File: src/pio_pkg.sv
// package of constants for the parallel i/o port block
package pio_pkg;
    localparam int NUM_PORTS = 7;
    localparam int PORT_W = 8;
    // port indices
    localparam int PORT_A = 0;
    localparam int PORT_E = 4;
    localparam int PORT_F = 5;
    localparam int PORT_G = 6;
    // register groups, address = group*8 + port
    localparam logic [5:0] GRP_DATA = 6'h00;
    localparam logic [5:0] GRP_DIR = 6'h08;
    localparam logic [5:0] GRP_PULL = 6'h10;
    localparam logic [5:0] GRP_SLEW = 6'h18;
    localparam logic [5:0] ADDR_CTRL = 6'h20;
    localparam logic [5:0] ADDR_STAT = 6'h21;
    // ctrl bits
    localparam int CTRL_DBG_EN = 0;
    localparam int CTRL_HOLD_ACK = 1;
    // stat bits
    localparam int STAT_HOLD = 0;
    localparam int STAT_MODESEL = 1;
    localparam logic [7:0] RST_PORT = 8'h00;
    localparam logic [7:0] RST_CTRL = 8'h01;
    // stop states
    typedef enum logic [1:0]
    {
        STOP_NONE = 2'h0,
        STOP_LIGHT = 2'h1,
        STOP_HOLD = 2'h2,
        STOP_DEEP = 2'h3
    } pio_stop_e;
    // hold-state machine
    typedef enum logic [1:0]
    {
        HS_RUN = 2'b01,
        HS_HELD = 2'b10
    } pio_hold_e;
endpackage : pio_pkg

File: src/pio_ports.sv
// parallel i/o ports a..g with pin sharing, stop modes and pin hold
// Notes on behaviour
// - unowned pins are gpio with four controls
// - data read: pin if dir 0, else latch
// - data writes update all latch bits except in hold or deep stop
// - drive latch only if unowned and output
// - owner sets direction, dir bit picks read
// - port g bit0 read returns pin level, never latch
// - pull only effective while dir bit 0
// - rising-edge keypad pins a4..a7 get pulldown instead
// - slew effective for outputs or peripheral outputs
// - serial units control their port e directions
// - async serial: e0 transmit, e1 receive
// - sync serial on e2..e5: ss, miso, mosi, sck
// - port f plain gpio, high-current drivers
// - debug and oscillator own port g pins
// - debug enable forces g0 pullup on
// - g0 mode-select in reset, debug after
// - deep stop resets registers, pins off
// - hold stop latches and holds pin state
// - held pins persist until ack written one
// - light stop retains everything
// - reset clears direction and pull bits
// - debug pin function enabled after reset
`timescale 1ns/1ps
module pio_ports #(
    parameter int NP = pio_pkg::NUM_PORTS,
    parameter int W = pio_pkg::PORT_W
) (
    input wire logic clk,
    input wire logic arst_n,
    // register port
    input wire logic [5:0] addr,
    input wire logic [7:0] wdata,
    input wire logic wr,
    input wire logic rd,
    output logic [7:0] rdata,
    // pins
    input wire logic [NP*W-1:0] pin_in,
    output logic [NP*W-1:0] pin_out,
    output logic [NP*W-1:0] pin_oe,
    output logic [NP*W-1:0] pin_pullup,
    output logic [NP*W-1:0] pin_pulldown,
    output logic [NP*W-1:0] pin_slew,
    // peripheral sharing
    input wire logic [W-1:0] keypad_en,
    input wire logic [W-1:0] keypad_rising,
    input wire logic async_serial1_en,
    input wire logic async_serial1_tx,
    output logic async_serial1_rx,
    input wire logic sync_serial_en,
    input wire logic sync_serial_master,
    input wire logic sync_serial_select_out,
    input wire logic sync_serial_master_out,
    input wire logic sync_serial_clock_out,
    input wire logic sync_serial_slave_out,
    output logic [3:0] sync_serial_pins_in,
    input wire logic osc_en,
    input wire logic osc_crystal_output_pin_out,
    input wire logic debug_out,
    input wire logic debug_oe,
    output logic debug_in,
    output logic debug_pin_function_enable,
    // stop control
    input wire logic [1:0] stop_state,
    output logic pins_held
);
    localparam int N = NP*W;

    ///////////////////////////////////////////////////////////////////////////
    // registers
    logic [N-1:0] port_data_latch;
    logic [N-1:0] port_direction_bits;
    logic [N-1:0] port_pull_enable;
    logic [N-1:0] port_slew_enable;
    logic [N-1:0] pin_sync;
    logic mode_select;
    logic [2:0] in_reset_q;
    pio_pkg::pio_hold_e hold_st;
    logic deep;
    logic pin_hold_release_ack;

    function automatic logic [2:0] port_of(input logic [5:0] a);
        port_of = a[2:0];
    endfunction : port_of

    function automatic logic hit(input logic [5:0] a, input logic [5:0] grp);
        hit = (a[5:3] == grp[5:3]) && (a[2:0] < 3'(NP));
    endfunction : hit

    assign deep = (stop_state == pio_pkg::STOP_DEEP);
    assign pin_hold_release_ack = wr && addr == pio_pkg::ADDR_CTRL
        && wdata[pio_pkg::CTRL_HOLD_ACK];

    pio_sync #(.W(N)) u_sync
    (
        .clk(clk),
        .arst_n(arst_n),
        .d(pin_in),
        .q(pin_sync)
    );

    // registers lose power in deep and hold stop: modelled as clear
    always_ff @(posedge clk or negedge arst_n)
    begin
        if (!arst_n)
            {port_data_latch, port_direction_bits, port_pull_enable,
                port_slew_enable} <= '0;
        else if (deep || stop_state == pio_pkg::STOP_HOLD)
            {port_data_latch, port_direction_bits, port_pull_enable, port_slew_enable} <= '0;
        else if (wr)
        begin
            // light stop keeps all contents and still accepts writes
            if (hit(addr, pio_pkg::GRP_DATA))
                port_data_latch[port_of(addr)*W +: W] <= wdata;
            if (hit(addr, pio_pkg::GRP_DIR))
                port_direction_bits[port_of(addr)*W +: W] <= wdata;
            if (hit(addr, pio_pkg::GRP_PULL))
                port_pull_enable[port_of(addr)*W +: W] <= wdata;
            if (hit(addr, pio_pkg::GRP_SLEW))
                port_slew_enable[port_of(addr)*W +: W] <= wdata;
        end
    end

    // debug pin function enable: set by reset, cleared by software
    always_ff @(posedge clk or negedge arst_n)
    begin
        if (!arst_n)
            debug_pin_function_enable <= pio_pkg::RST_CTRL[pio_pkg::CTRL_DBG_EN];
        else if (deep || stop_state == pio_pkg::STOP_HOLD)
            debug_pin_function_enable <= pio_pkg::RST_CTRL[pio_pkg::CTRL_DBG_EN];
        else if (wr && addr == pio_pkg::ADDR_CTRL)
            debug_pin_function_enable <= wdata[pio_pkg::CTRL_DBG_EN];
    end

    // g0 stays a mode-select input until the synchroniser holds a real pin level
    always_ff @(posedge clk or negedge arst_n)
    begin
        if (!arst_n)
        begin
            in_reset_q <= '1;
            mode_select <= 1'b0;
        end
        else
        begin
            in_reset_q <= {in_reset_q[1:0], 1'b0};
            if (in_reset_q[2])
                mode_select <= pin_sync[pio_pkg::PORT_G*W];
        end
    end

    ///////////////////////////////////////////////////////////////////////////
    // pin hold state
    always_ff @(posedge clk or negedge arst_n)
    begin
        if (!arst_n)
            hold_st <= pio_pkg::HS_RUN;
        else
        begin
            case (hold_st)
                pio_pkg::HS_RUN:
                    if (stop_state == pio_pkg::STOP_HOLD)
                        hold_st <= pio_pkg::HS_HELD;
                pio_pkg::HS_HELD:
                    if (stop_state != pio_pkg::STOP_HOLD && pin_hold_release_ack)
                        hold_st <= pio_pkg::HS_RUN;
                default:
                    hold_st <= pio_pkg::HS_RUN;
            endcase
        end
    end

    ///////////////////////////////////////////////////////////////////////////
    // ownership and live pin controls
    logic [N-1:0] own;
    logic [N-1:0] own_oe;
    logic [N-1:0] own_out;
    logic [N-1:0] own_drives;
    logic [N-1:0] next_out;
    logic [N-1:0] next_oe;
    logic [N-1:0] next_pu;
    logic [N-1:0] next_pd;
    logic [N-1:0] next_slew;

    always_comb
    begin
        own = '0;
        own_oe = '0;
        own_out = '0;
        // keypad forces inputs on port a
        own[pio_pkg::PORT_A*W +: W] = keypad_en;
        // port e serial units
        if (async_serial1_en)
        begin
            own[pio_pkg::PORT_E*W + 0] = 1'b1;
            own_oe[pio_pkg::PORT_E*W + 0] = 1'b1;
            own_out[pio_pkg::PORT_E*W + 0] = async_serial1_tx;
            own[pio_pkg::PORT_E*W + 1] = 1'b1;
        end
        if (sync_serial_en)
        begin
            own[pio_pkg::PORT_E*W + 2 +: 4] = 4'hF;
            own_oe[pio_pkg::PORT_E*W + 2] = sync_serial_master;
            own_out[pio_pkg::PORT_E*W + 2] = sync_serial_select_out;
            own_oe[pio_pkg::PORT_E*W + 3] = !sync_serial_master;
            own_out[pio_pkg::PORT_E*W + 3] = sync_serial_slave_out;
            own_oe[pio_pkg::PORT_E*W + 4] = sync_serial_master;
            own_out[pio_pkg::PORT_E*W + 4] = sync_serial_master_out;
            own_oe[pio_pkg::PORT_E*W + 5] = sync_serial_master;
            own_out[pio_pkg::PORT_E*W + 5] = sync_serial_clock_out;
        end
        // port f never owned
        if (osc_en)
        begin
            own[pio_pkg::PORT_G*W + 1] = 1'b1;
            own_oe[pio_pkg::PORT_G*W + 1] = 1'b1;
            own_out[pio_pkg::PORT_G*W + 1] = osc_crystal_output_pin_out;
            own[pio_pkg::PORT_G*W + 2] = 1'b1;
        end
        if (debug_pin_function_enable || in_reset_q[2])
        begin
            own[pio_pkg::PORT_G*W] = 1'b1;
            own_oe[pio_pkg::PORT_G*W] = debug_oe && !in_reset_q[2];
            own_out[pio_pkg::PORT_G*W] = debug_out;
        end
    end

    assign own_drives = own & own_oe;

    always_comb
    begin
        next_out = (own & own_out) | (~own & port_data_latch);
        next_oe = own_drives | (~own & port_direction_bits);
        // pull only on input direction and not driven by owner
        next_pu = port_pull_enable & ~port_direction_bits & ~own_drives;
        next_pd = '0;
        for (int i = 4; i < 8; i++)
        begin
            if (keypad_en[i] && keypad_rising[i])
            begin
                next_pd[pio_pkg::PORT_A*W + i] = next_pu[pio_pkg::PORT_A*W + i];
                next_pu[pio_pkg::PORT_A*W + i] = 1'b0;
            end
        end
        if (debug_pin_function_enable)
            next_pu[pio_pkg::PORT_G*W] = 1'b1;
        next_slew = port_slew_enable & ((port_direction_bits & ~own) | own_drives);
    end

    // pin outputs; held state freezes them, deep stop forces reset state
    always_ff @(posedge clk or negedge arst_n)
    begin
        if (!arst_n)
            {pin_out, pin_oe, pin_pullup, pin_pulldown, pin_slew} <= '0;
        else if (deep)
            {pin_out, pin_oe, pin_pullup, pin_pulldown, pin_slew} <= '0;
        else if (hold_st == pio_pkg::HS_RUN && stop_state != pio_pkg::STOP_HOLD)
        begin
            // light stop takes this path unchanged
            pin_out <= next_out;
            pin_oe <= next_oe;
            pin_pullup <= next_pu;
            pin_pulldown <= next_pd;
            pin_slew <= next_slew;
        end
        // else held
    end

    assign pins_held = (hold_st == pio_pkg::HS_HELD);

    ///////////////////////////////////////////////////////////////////////////
    // peripheral inputs and register read
    always_ff @(posedge clk or negedge arst_n)
    begin
        if (!arst_n)
            {async_serial1_rx, sync_serial_pins_in, debug_in} <= {1'b1, 4'h0, 1'b1};
        else
        begin
            async_serial1_rx <= pin_sync[pio_pkg::PORT_E*W + 1];
            sync_serial_pins_in <= pin_sync[pio_pkg::PORT_E*W + 2 +: 4];
            debug_in <= pin_sync[pio_pkg::PORT_G*W];
        end
    end

    logic [N-1:0] read_view;
    logic [7:0] next_rdata;

    always_comb
    begin
        read_view = (port_direction_bits & port_data_latch) | (~port_direction_bits & pin_sync);
        // g0 returns level on the pin itself
        read_view[pio_pkg::PORT_G*W] = pin_sync[pio_pkg::PORT_G*W];
        next_rdata = 8'h00;
        if (hit(addr, pio_pkg::GRP_DATA))
            next_rdata = read_view[port_of(addr)*W +: W];
        else if (hit(addr, pio_pkg::GRP_DIR))
            next_rdata = port_direction_bits[port_of(addr)*W +: W];
        else if (hit(addr, pio_pkg::GRP_PULL))
            next_rdata = port_pull_enable[port_of(addr)*W +: W];
        else if (hit(addr, pio_pkg::GRP_SLEW))
            next_rdata = port_slew_enable[port_of(addr)*W +: W];
        else if (addr == pio_pkg::ADDR_CTRL)
            next_rdata = {7'h00, debug_pin_function_enable};
        else if (addr == pio_pkg::ADDR_STAT)
            next_rdata = {6'h00, mode_select, pins_held};
    end

    always_ff @(posedge clk or negedge arst_n)
    begin
        if (!arst_n)
            rdata <= 8'h00;
        else if (rd)
            rdata <= next_rdata;
        else
            rdata <= 8'h00;
    end

    ///////////////////////////////////////////////////////////////////////////
    // checks
    chk_dir_clear_reset: assert property (@(posedge clk)
        $rose(arst_n) |-> port_direction_bits == '0 && port_pull_enable == '0)
        else $error("direction or pull not cleared by reset");
    chk_write_latches: assert property (@(posedge clk) disable iff (!arst_n)
        wr && hit(addr, pio_pkg::GRP_DATA) && stop_state[1] == 1'b0
        |=> port_data_latch[port_of($past(addr))*W +: W] == $past(wdata))
        else $error("data write not latched");
    chk_deep_pins_off: assert property (@(posedge clk) disable iff (!arst_n)
        deep |=> pin_oe == '0 && pin_pullup == '0)
        else $error("pins not off in deep stop");
    chk_hold_freeze: assert property (@(posedge clk) disable iff (!arst_n)
        pins_held && !deep && !pin_hold_release_ack |=> $stable(pin_oe) && $stable(pin_out))
        else $error("held pins changed");
    chk_hold_release: assert property (@(posedge clk) disable iff (!arst_n)
        pins_held && stop_state != pio_pkg::STOP_HOLD && pin_hold_release_ack |=> !pins_held)
        else $error("hold not released by ack");
    chk_portf_gpio: assert property (@(posedge clk) disable iff (!arst_n)
        stop_state == pio_pkg::STOP_NONE && !pins_held
        |=> pin_oe[pio_pkg::PORT_F*W +: W] == $past(port_direction_bits[pio_pkg::PORT_F*W +: W]))
        else $error("port f not plain gpio");
    chk_g0_pullup: assert property (@(posedge clk) disable iff (!arst_n)
        debug_pin_function_enable && pins_held == 1'b0 && !deep
        && stop_state != pio_pkg::STOP_HOLD |=> pin_pullup[pio_pkg::PORT_G*W])
        else $error("debug pullup missing");
    chk_pull_input_only: assert property (@(posedge clk) disable iff (!arst_n)
        stop_state == pio_pkg::STOP_NONE && !pins_held |=> ((pin_pullup | pin_pulldown)
        & $past(port_direction_bits) & ~{{(W-1){1'b0}}, 1'b1, {(N-W){1'b0}}}) == '0)
        else $error("pull on output pin");
    chk_read_latch: assert property (@(posedge clk) disable iff (!arst_n)
        rd && hit(addr, pio_pkg::GRP_DATA) && port_of(addr) != 3'(pio_pkg::PORT_G) |=>
        ((rdata ^ $past(port_data_latch[port_of(addr)*W +: W]))
        & $past(port_direction_bits[port_of(addr)*W +: W])) == 8'h00)
        else $error("read did not return latch");
    chk_tx_pin: assert property (@(posedge clk) disable iff (!arst_n)
        async_serial1_en && !deep && !pins_held && stop_state != pio_pkg::STOP_HOLD
        |=> pin_oe[pio_pkg::PORT_E*W] && pin_out[pio_pkg::PORT_E*W] == $past(async_serial1_tx))
        else $error("transmit not on port e bit 0");

    cov_hold_cycle: cover property (@(posedge clk) disable iff (!arst_n) pins_held ##1 !pins_held);
    cov_deep: cover property (@(posedge clk) disable iff (!arst_n) deep);
    cov_spi: cover property (@(posedge clk) disable iff (!arst_n) sync_serial_en && rd);
    cov_keypad_pd: cover property (@(posedge clk) disable iff (!arst_n) |pin_pulldown);
endmodule : pio_ports

File: src/pio_sync.sv
// two-flop synchroniser for a vector of pin levels
`timescale 1ns/1ps
module pio_sync #(
    parameter int W = 8
) (
    input wire logic clk,
    input wire logic arst_n,
    input wire logic [W-1:0] d,
    output logic [W-1:0] q
);
    logic [W-1:0] meta;

    always_ff @(posedge clk or negedge arst_n)
    begin
        if (!arst_n)
        begin
            meta <= '0;
            q <= '0;
        end
        else
        begin
            meta <= d;
            q <= meta;
        end
    end
endmodule : pio_sync

File: config.mk
export PLATFORM = sky130hd
export DESIGN_NAME = pio_ports
export DESIGN_NICKNAME = d
export VERILOG_FILES = /design/src/pio_pkg.sv /design/src/pio_ports.sv /design/src/pio_sync.sv
export SDC_FILE = /design/constraint.sdc
export NUM_CORES = 1
export LEC_CHECK = 0
export ABC_AREA = 1
export BUFFER_PORTS_ARGS = -buffer_cell sky130_fd_sc_hd__buf_2
export CAP_MARGIN = 20
export CORE_UTILIZATION = 35
export CTS_BUF_LIST = sky130_fd_sc_hd__clkbuf_16
export DETAILED_ROUTE_END_ITERATION = 10
export REMOVE_ABC_BUFFERS = 1
export SLEW_MARGIN = 40
export SYNTH_ARGS = -nofsm -noshare
export SYNTH_HDL_FRONTEND = slang
export SYNTH_SLANG_ARGS = --single-unit
File: constraint.sdc
create_clock -name clk -period 2.6 [get_ports clk]
set_input_delay 0.39 -clock clk [delete_from_list [all_inputs] [get_ports clk]]
set_output_delay 0.39 -clock clk [all_outputs]
set_load 0.1 [all_outputs]
; ---- Word level (Yosys, flattened, before mapping)
; Cells that the tools add are included.
[word_totals]
ff_bits = 637
input_bits = 104
output_inout_bits = 296
elab_cells = 143
[op_classes]
add_sub_neg = 1
magnitude_cmp = 1
eq_ne = 12
shift = 6
muxes = 59
bitwise_logic = 15
n_reduce_logical = 30
[ops]
columns = operator, n
row1 = 56-bit 2-to-1 mux, 22
row2 = 56-bit bitwise AND, 7
row3 = 56-bit bitwise mux, 4
row4 = 56-bit by 7-bit variable part select with 8-bit output, 4
row5 = 51-bit NOT with 56-bit output, 2
row6 = 51-bit by 50-bit bitwise AND with 51-bit output, 2
row7 = 56-bit NOT, 1
row8 = 51-bit by 56-bit bitwise OR with 56-bit output, 1
row9 = 56-bit by 51-bit bitwise OR with 56-bit output, 1
row10 = 56-bit bitwise OR, 1
row11 = "8-bit by 34-bit variable shift with 56-bit output, first input constant", 1
row12 = 8-bit by 34-bit variable part select with 56-bit output, 1
row13 = 8-bit 2-to-1 mux, 5
row14 = 6-bit negator with 34-bit output, 1
row15 = 1-bit 2-to-1 mux, 18
row16 = 2-bit nonzero test, 7
row17 = 1-bit logical AND, 13
row18 = "6-bit == test, second input constant", 2
row19 = 2-bit 2-to-1 mux, 6
row20 = 4-bit 2-to-1 mux, 3
row21 = 2-bit AND reduction, 5
row22 = "2-bit == test, second input constant", 3
row23 = "3-bit by 2-bit == test with 1-bit output, second input constant", 2
row24 = "2-bit inequality test, second input constant", 2
row25 = 8 further kinds, 10

; ---- Logic depth before layout (Yosys ltp)
[depth]
ltp_word = 9
mapped_depth = 15
ltp_nobuf = 11

; ---- By module
; A second synthesis with hierarchy kept.
[hier_totals]
hier_cells = 2618
area_unflattened_um2 = 24200.7
[modules_own_cells]
columns = mod, instances, cells_each, area_per_inst_um2, seq_area_each_um2
row1 = pio_ports, 1, 2506, 21398.0, 11845.1
row2 = pio_sync, 1, 112, 2802.7, 2802.7

; ---- Worst setup path before layout
; No wires, ideal clock.
[synth_timing]
path_kind = input to register
from = in addr[1]
to = reg port_pull_enable[38]
setup_time_ps = 127
arrival_time_ps = 2423
required_ps = 2473
slack_ps = 50
path_stages = 14
path_buffers = 4
cell_sequence = buf_6 > inv_2 > buf_4 > clkbuf_1 > ha_1 > ha_1 > nor2_1 > inv_1 > nor3_4 > nor2_2 > inv_2 > nand2_2 > buf_2 > o21ai_0
[synth_via]
elab_chain_len = 6
word_cells_on_any_way = 11
classes_between = add/sub (1) / order compare (1) / shift (2) / mux (4) / reduce/logical (3)
[synth_lines]
columns = item, line_no
row1 = "start, declared", pio_ports.sv:33  ; input wire logic [5:0] addr,
row2 = 6-bit negator with 34-bit output, pio_ports.sv:119  ; port_pull_enable[port_of(addr)*W +: W] <= wdata;
row3 = 8-bit by 34-bit variable part select with 56-bit output or 8-bit by 34-bit variable shift with 56-bit output (tied branches), pio_ports.sv:119
row4 = 56-bit bitwise mux, pio_ports.sv:119
row5 = 56-bit 2-to-1 mux, pio_ports.sv:118  ; if (hit(addr, pio_pkg::GRP_PULL))
row6 = 56-bit 2-to-1 mux, pio_ports.sv:111  ; else if (wr)
row7 = 56-bit 2-to-1 mux, pio_ports.sv:109  ; else if (deep || stop_state == pio_pkg::STOP_HOLD)
row8 = "end signal, assigned by index", pio_ports.sv:119
row9 = "end, declared", pio_ports.sv:74  ; logic [N-1:0] port_pull_enable;
; Several ways; a longest one is shown, not always the timed one. The select of a mux whose other input is x is not followed.
; A chain may end at the register's enable or synchronous reset.

; ---- Worst setup path after layout
[layout_timing]
from = reg hold_st[0]
to = out pins_held
[layout_via]
elab_chain_len = 1
[layout_lines]
columns = item, line_no
row1 = "start, declared", pio_ports.sv:79  ; pio_pkg::pio_hold_e hold_st;
row2 = "start signal, assigned", pio_ports.sv:157  ; hold_st <= pio_pkg::HS_RUN;
row3 = "start signal, assigned", pio_ports.sv:163  ; hold_st <= pio_pkg::HS_HELD;
row4 = "start signal, assigned", pio_ports.sv:166  ; hold_st <= pio_pkg::HS_RUN;
row5 = 2-bit == test, pio_ports.sv:269  ; assign pins_held = (hold_st == pio_pkg::HS_HELD);
row6 = "end, declared", pio_ports.sv:66  ; output logic pins_held
; No other way between the ends.

==> results.py <==
metrics = {
    "floorplanning": {
        "design.die.area_mm2": 0.0713,
        "initial_core_util_pct": 35.6,
        "placement_rows": 96,
        "i_o_pin_cnt": 400,
        "die_w_um": 267,
        "core_area_mm2": 0.0691,
        "floorplan.die.height_um": 267,
    },
    "global_routing": {
        "grt_remaining_overflow": 0,
        "grt.total_usage_pct": 24.9,
        "antenna_found_initial": 8,
        "grt_pass1_wl_mm": 131,
        "pin_count_of_the_biggest_net_entering_global_routing": 119,
        "vias_in_the_first_global_route": 20058,
    },
    "power_and_ir_drop": {
        "leakage_nw": 15.5,
        "p_total_w": 0.0220,
        "peakVddDrop_uv": 455,
        "power_density_mw_per_mm2": 709,
    },
    "placement": {
        "place_inst": 4028,
        "place_hpwl_mm": 65.3,
        "place_ws_ps": -33.3,
        "portBuffers": 343,
        "gpl.final_weighted_congestion": 0.959,
    },
    "flow_run": {
        "cap_viol_max_count": 0,
    },
    "worst_setup_path": {
        "worst_setup_path_start_kind": "register",
        "cp-startpoint": "hold_st[0]",
        "worstSetupEndpointType": "primary output",
        "timing.critical_path.fanout_max": 3,
        "timing.critical_path.arrival_ps": 1730,
        "timing.rr.start": "hold_st[0]",
        "worst-setup-path-type": "reg -> out",
        "required_ps": 2210,
    },
    "cts": {
        "cts.path.max_buffers": 3,
        "clock_latency_ps": 620,
        "clock_tree_from_tritoncts": "built",
        "clk_pin_slew_worst_paths_ps": 60,
        "ctsRootBufferMaster": "sky130_fd_sc_hd__clkbuf_16",
        "cts_num_sinks": 585,
        "tritoncts.num_buffers": 67,
        "post_cts.resized_instances": 0,
        "cts_htree_levels": 3,
    },
    "logic_synthesis": {
        "synthDistinctLibCells": 40,
        "synth-edff-count": 0,
        "yosys_most_used_dff": "sky130_fd_sc_hd__dfrtp_1",
        "postSynthAreaPerCell_um2": 9.03,
        "cells_after_synthesis": 2723,
        "syn-cell-area_mm2": 0.0246,
        "yosysSeqAreaShare_pct": 59.6,
        "synth_seq_cells": 585,
        "async_sr_flop_fraction_pct": 100,
        "yosysWarnings": 0,
    },
    "timing": {
        "fin_hold_ws_ps": 66.8,
        "worst-slew-pin-transition_ps": 818,
        "hold_viol_final": 0,
        "max_clock_freq_mhz": 471,
        "layout_setup_ws_ps": 479,
        "maxSlewViolCount": 0,
        "final.period_utilization_pct": 81.6,
        "setup_skew_ps": 32.1,
        "timing.final.crit_period_ps": 2120,
        "grt_setup_unrepaired": "false",
        "number_of_endpoints_failing_setup_at_the_final_stage": 0,
        "slew_headroom_pct": 45.5,
    },
    "cells_and_area": {
        "final_core_utilization_pct": 45.0,
        "fraction_of_final_layout_cells_with_drive_strength_greater_than_1_pct": 19.8,
        "fillers": 6796,
        "syn2layout_area_growth_pct": 26.4,
        "final-instance-count-excl-fill": 4207,
        "finalNetCount": 3334,
    },
    "route": {
        "routed_wire_length_per_instance_um": 21.1,
        "avgViaCountPerCell": 4.92,
        "detail_route.first_pass.iterations": 5,
        "detail_route.iter0.violations": 1959,
        "drcViolationCount": 0,
        "total_number_of_vias": 20681,
        "postRouteAntennaNets": 0,
        "postRouteWirelength_mm": 88.7,
    },
    "run_status": {
        "outcome": "finished clean",
    },
    "min_path": {
        "hold_path_class": "in -> reg",
        "hold_path.startpoint": "keypad_rising[5]",
    },
}
path summary, 6_finish.rpt:
check	to	slack, ps	cells past startpoint
worst max-delay path	pins_held	480	2
worst min-delay path	pin_pulldown[5]	70	3
worst max register to register	pin_slew[37]	530	6
worst min register to register	u_sync.q[5]	340	0
max in group asynchronous	async_serial1_rx	1350	3
min in group asynchronous	pin_out[54]	390	2
worst max-delay path: stages (launching register included):
cell                      delay (ps)
sky130_fd_sc_hd__dfstp_2         360
sky130_fd_sc_hd__nor2_1          260
sky130_fd_sc_hd__buf_2           500
per-stage QoR:
stage / setup TNS (ps) / cell area (um2)
6_report: 0 / 31100
5_1_grt: 0 / 31100
4_1_cts: 0 / 31100
3_5_place_dp: -157 / 28200
3_3_place_gp: 0 / 28200
2_1_floorplan: -1319030 / 23900
cell families after synthesis:
| kind of cell | count (synthesis) | share of synthesized area [%] |
|---|---|---|
| buf+inv | 431 | 7.90 |
| fa+ha+maj | 6 | 0.305 |
| other cells | 1 | 0.0152 |
| flops | 585 | 59.6 |
| compound gates | 449 | 10.9 |
| mux | 1 | 0.0458 |
| simple gates | 1250 | 21.2 |
layout by cell type (no fill, tap or decap), types with 3 or more instances in the layout:
cell and instances:
sky130_fd_sc_hd__inv_1 263, sky130_fd_sc_hd__nor2_2 7, sky130_fd_sc_hd__nand2_1 885, sky130_fd_sc_hd__o21ai_0 310, sky130_fd_sc_hd__nor2_1 115, sky130_fd_sc_hd__nand2_2 7, sky130_fd_sc_hd__clkinv_2 10, sky130_fd_sc_hd__nand3_1 194
sky130_fd_sc_hd__buf_12 32, sky130_fd_sc_hd__nor3_2 8, sky130_fd_sc_hd__a21oi_1 14, sky130_fd_sc_hd__dfrtp_1 578, sky130_fd_sc_hd__inv_2 8, sky130_fd_sc_hd__buf_4 110, sky130_fd_sc_hd__clkinv_1 18, sky130_fd_sc_hd__conb_1 53
sky130_fd_sc_hd__nand4_1 9, sky130_fd_sc_hd__clkbuf_16 71, sky130_fd_sc_hd__o21ai_1 27, sky130_fd_sc_hd__ha_1 6, sky130_fd_sc_hd__nand2_4 5, sky130_fd_sc_hd__nor2_4 11, sky130_fd_sc_hd__a32o_1 69, sky130_fd_sc_hd__bufinv_16 10
sky130_fd_sc_hd__inv_6 3, sky130_fd_sc_hd__nor3_4 5, sky130_fd_sc_hd__o211ai_1 7, sky130_fd_sc_hd__o22ai_1 7, sky130_fd_sc_hd__dfstp_2 7, sky130_fd_sc_hd__buf_2 342, sky130_fd_sc_hd__o31ai_1 8, sky130_fd_sc_hd__dlygate4sd3_1 58
cell type report:
type | instances | area (um2) | share of cell area (%)
clock inverter | 49 | 482 | 1.55
inverter | 268 | 1020 | 3.27
antenna | 1 | 2.50 | 0.00805
timing repair buffer | 543 | 3770 | 12.1
clock buffer | 71 | 1780 | 5.72
multi-input combinational | 1759 | 8210 | 26.4
tap | 931 | 1160 | 3.75
sequential | 585 | 14600 | 47.1
synthesized netlist by cell type (9+ instances only):
| library cell | n | area, um2 |
|---|---|---|
| sky130_fd_sc_hd__o21ai_0 | 310 | 1550 |
| sky130_fd_sc_hd__nor2_1 | 117 | 439 |
| sky130_fd_sc_hd__nand2_1 | 885 | 3320 |
| sky130_fd_sc_hd__a32o_1 | 69 | 691 |
| sky130_fd_sc_hd__clkbuf_1 | 46 | 173 |
| sky130_fd_sc_hd__buf_4 | 58 | 435 |
| sky130_fd_sc_hd__nand4_1 | 9 | 56.3 |
| sky130_fd_sc_hd__buf_2 | 45 | 225 |
| sky130_fd_sc_hd__dfrtp_1 | 578 | 14500 |
| sky130_fd_sc_hd__nand3_1 | 194 | 971 |
| sky130_fd_sc_hd__nor2_4 | 9 | 101 |
| sky130_fd_sc_hd__o21ai_1 | 27 | 135 |
| sky130_fd_sc_hd__inv_1 | 256 | 961 |
| sky130_fd_sc_hd__a21oi_1 | 14 | 70.1 |
report_power, final:
part           total, W  switching [W]  leakage [nW]  internal (W)
sequential      0.00942       0.000111          7.85       0.00931
combinational   0.00284        0.00223          6.47      0.000604
clock           0.00976        0.00384          1.13       0.00592
state kept, by name, summed over array words and instances, names as in the netlist, 2 cells and up:
register	count
pin_oe	56
u_sync.q	56
sync_serial_pins_in	4
hold_st	2
port_direction_bits	56
port_slew_enable	56
port_pull_enable	56
pin_slew	56
in_reset_q	3
rdata	8
u_sync.meta	56
pin_pullup	56
pin_pulldown	4
pin_out	56
port_data_latch	56
timing repair:
item / CTS / global route
hold buffers: 58 / 0
endpoints found under the hold margin: 110 / 0
buffers inserted: 0 / 0
metal layers:
layer / part of all wire (%) / track usage (%) / vias to the layer above
met5: 0.076 / 0 / -
met4: 3.8 / 10.6 / 12
met3: 7.5 / 5.03 / 144
met2: 45 / 37.8 / 748
met1: 44 / 34.4 / 10103
li1: - / - / 9674
(Power assumes the default switching activity.)
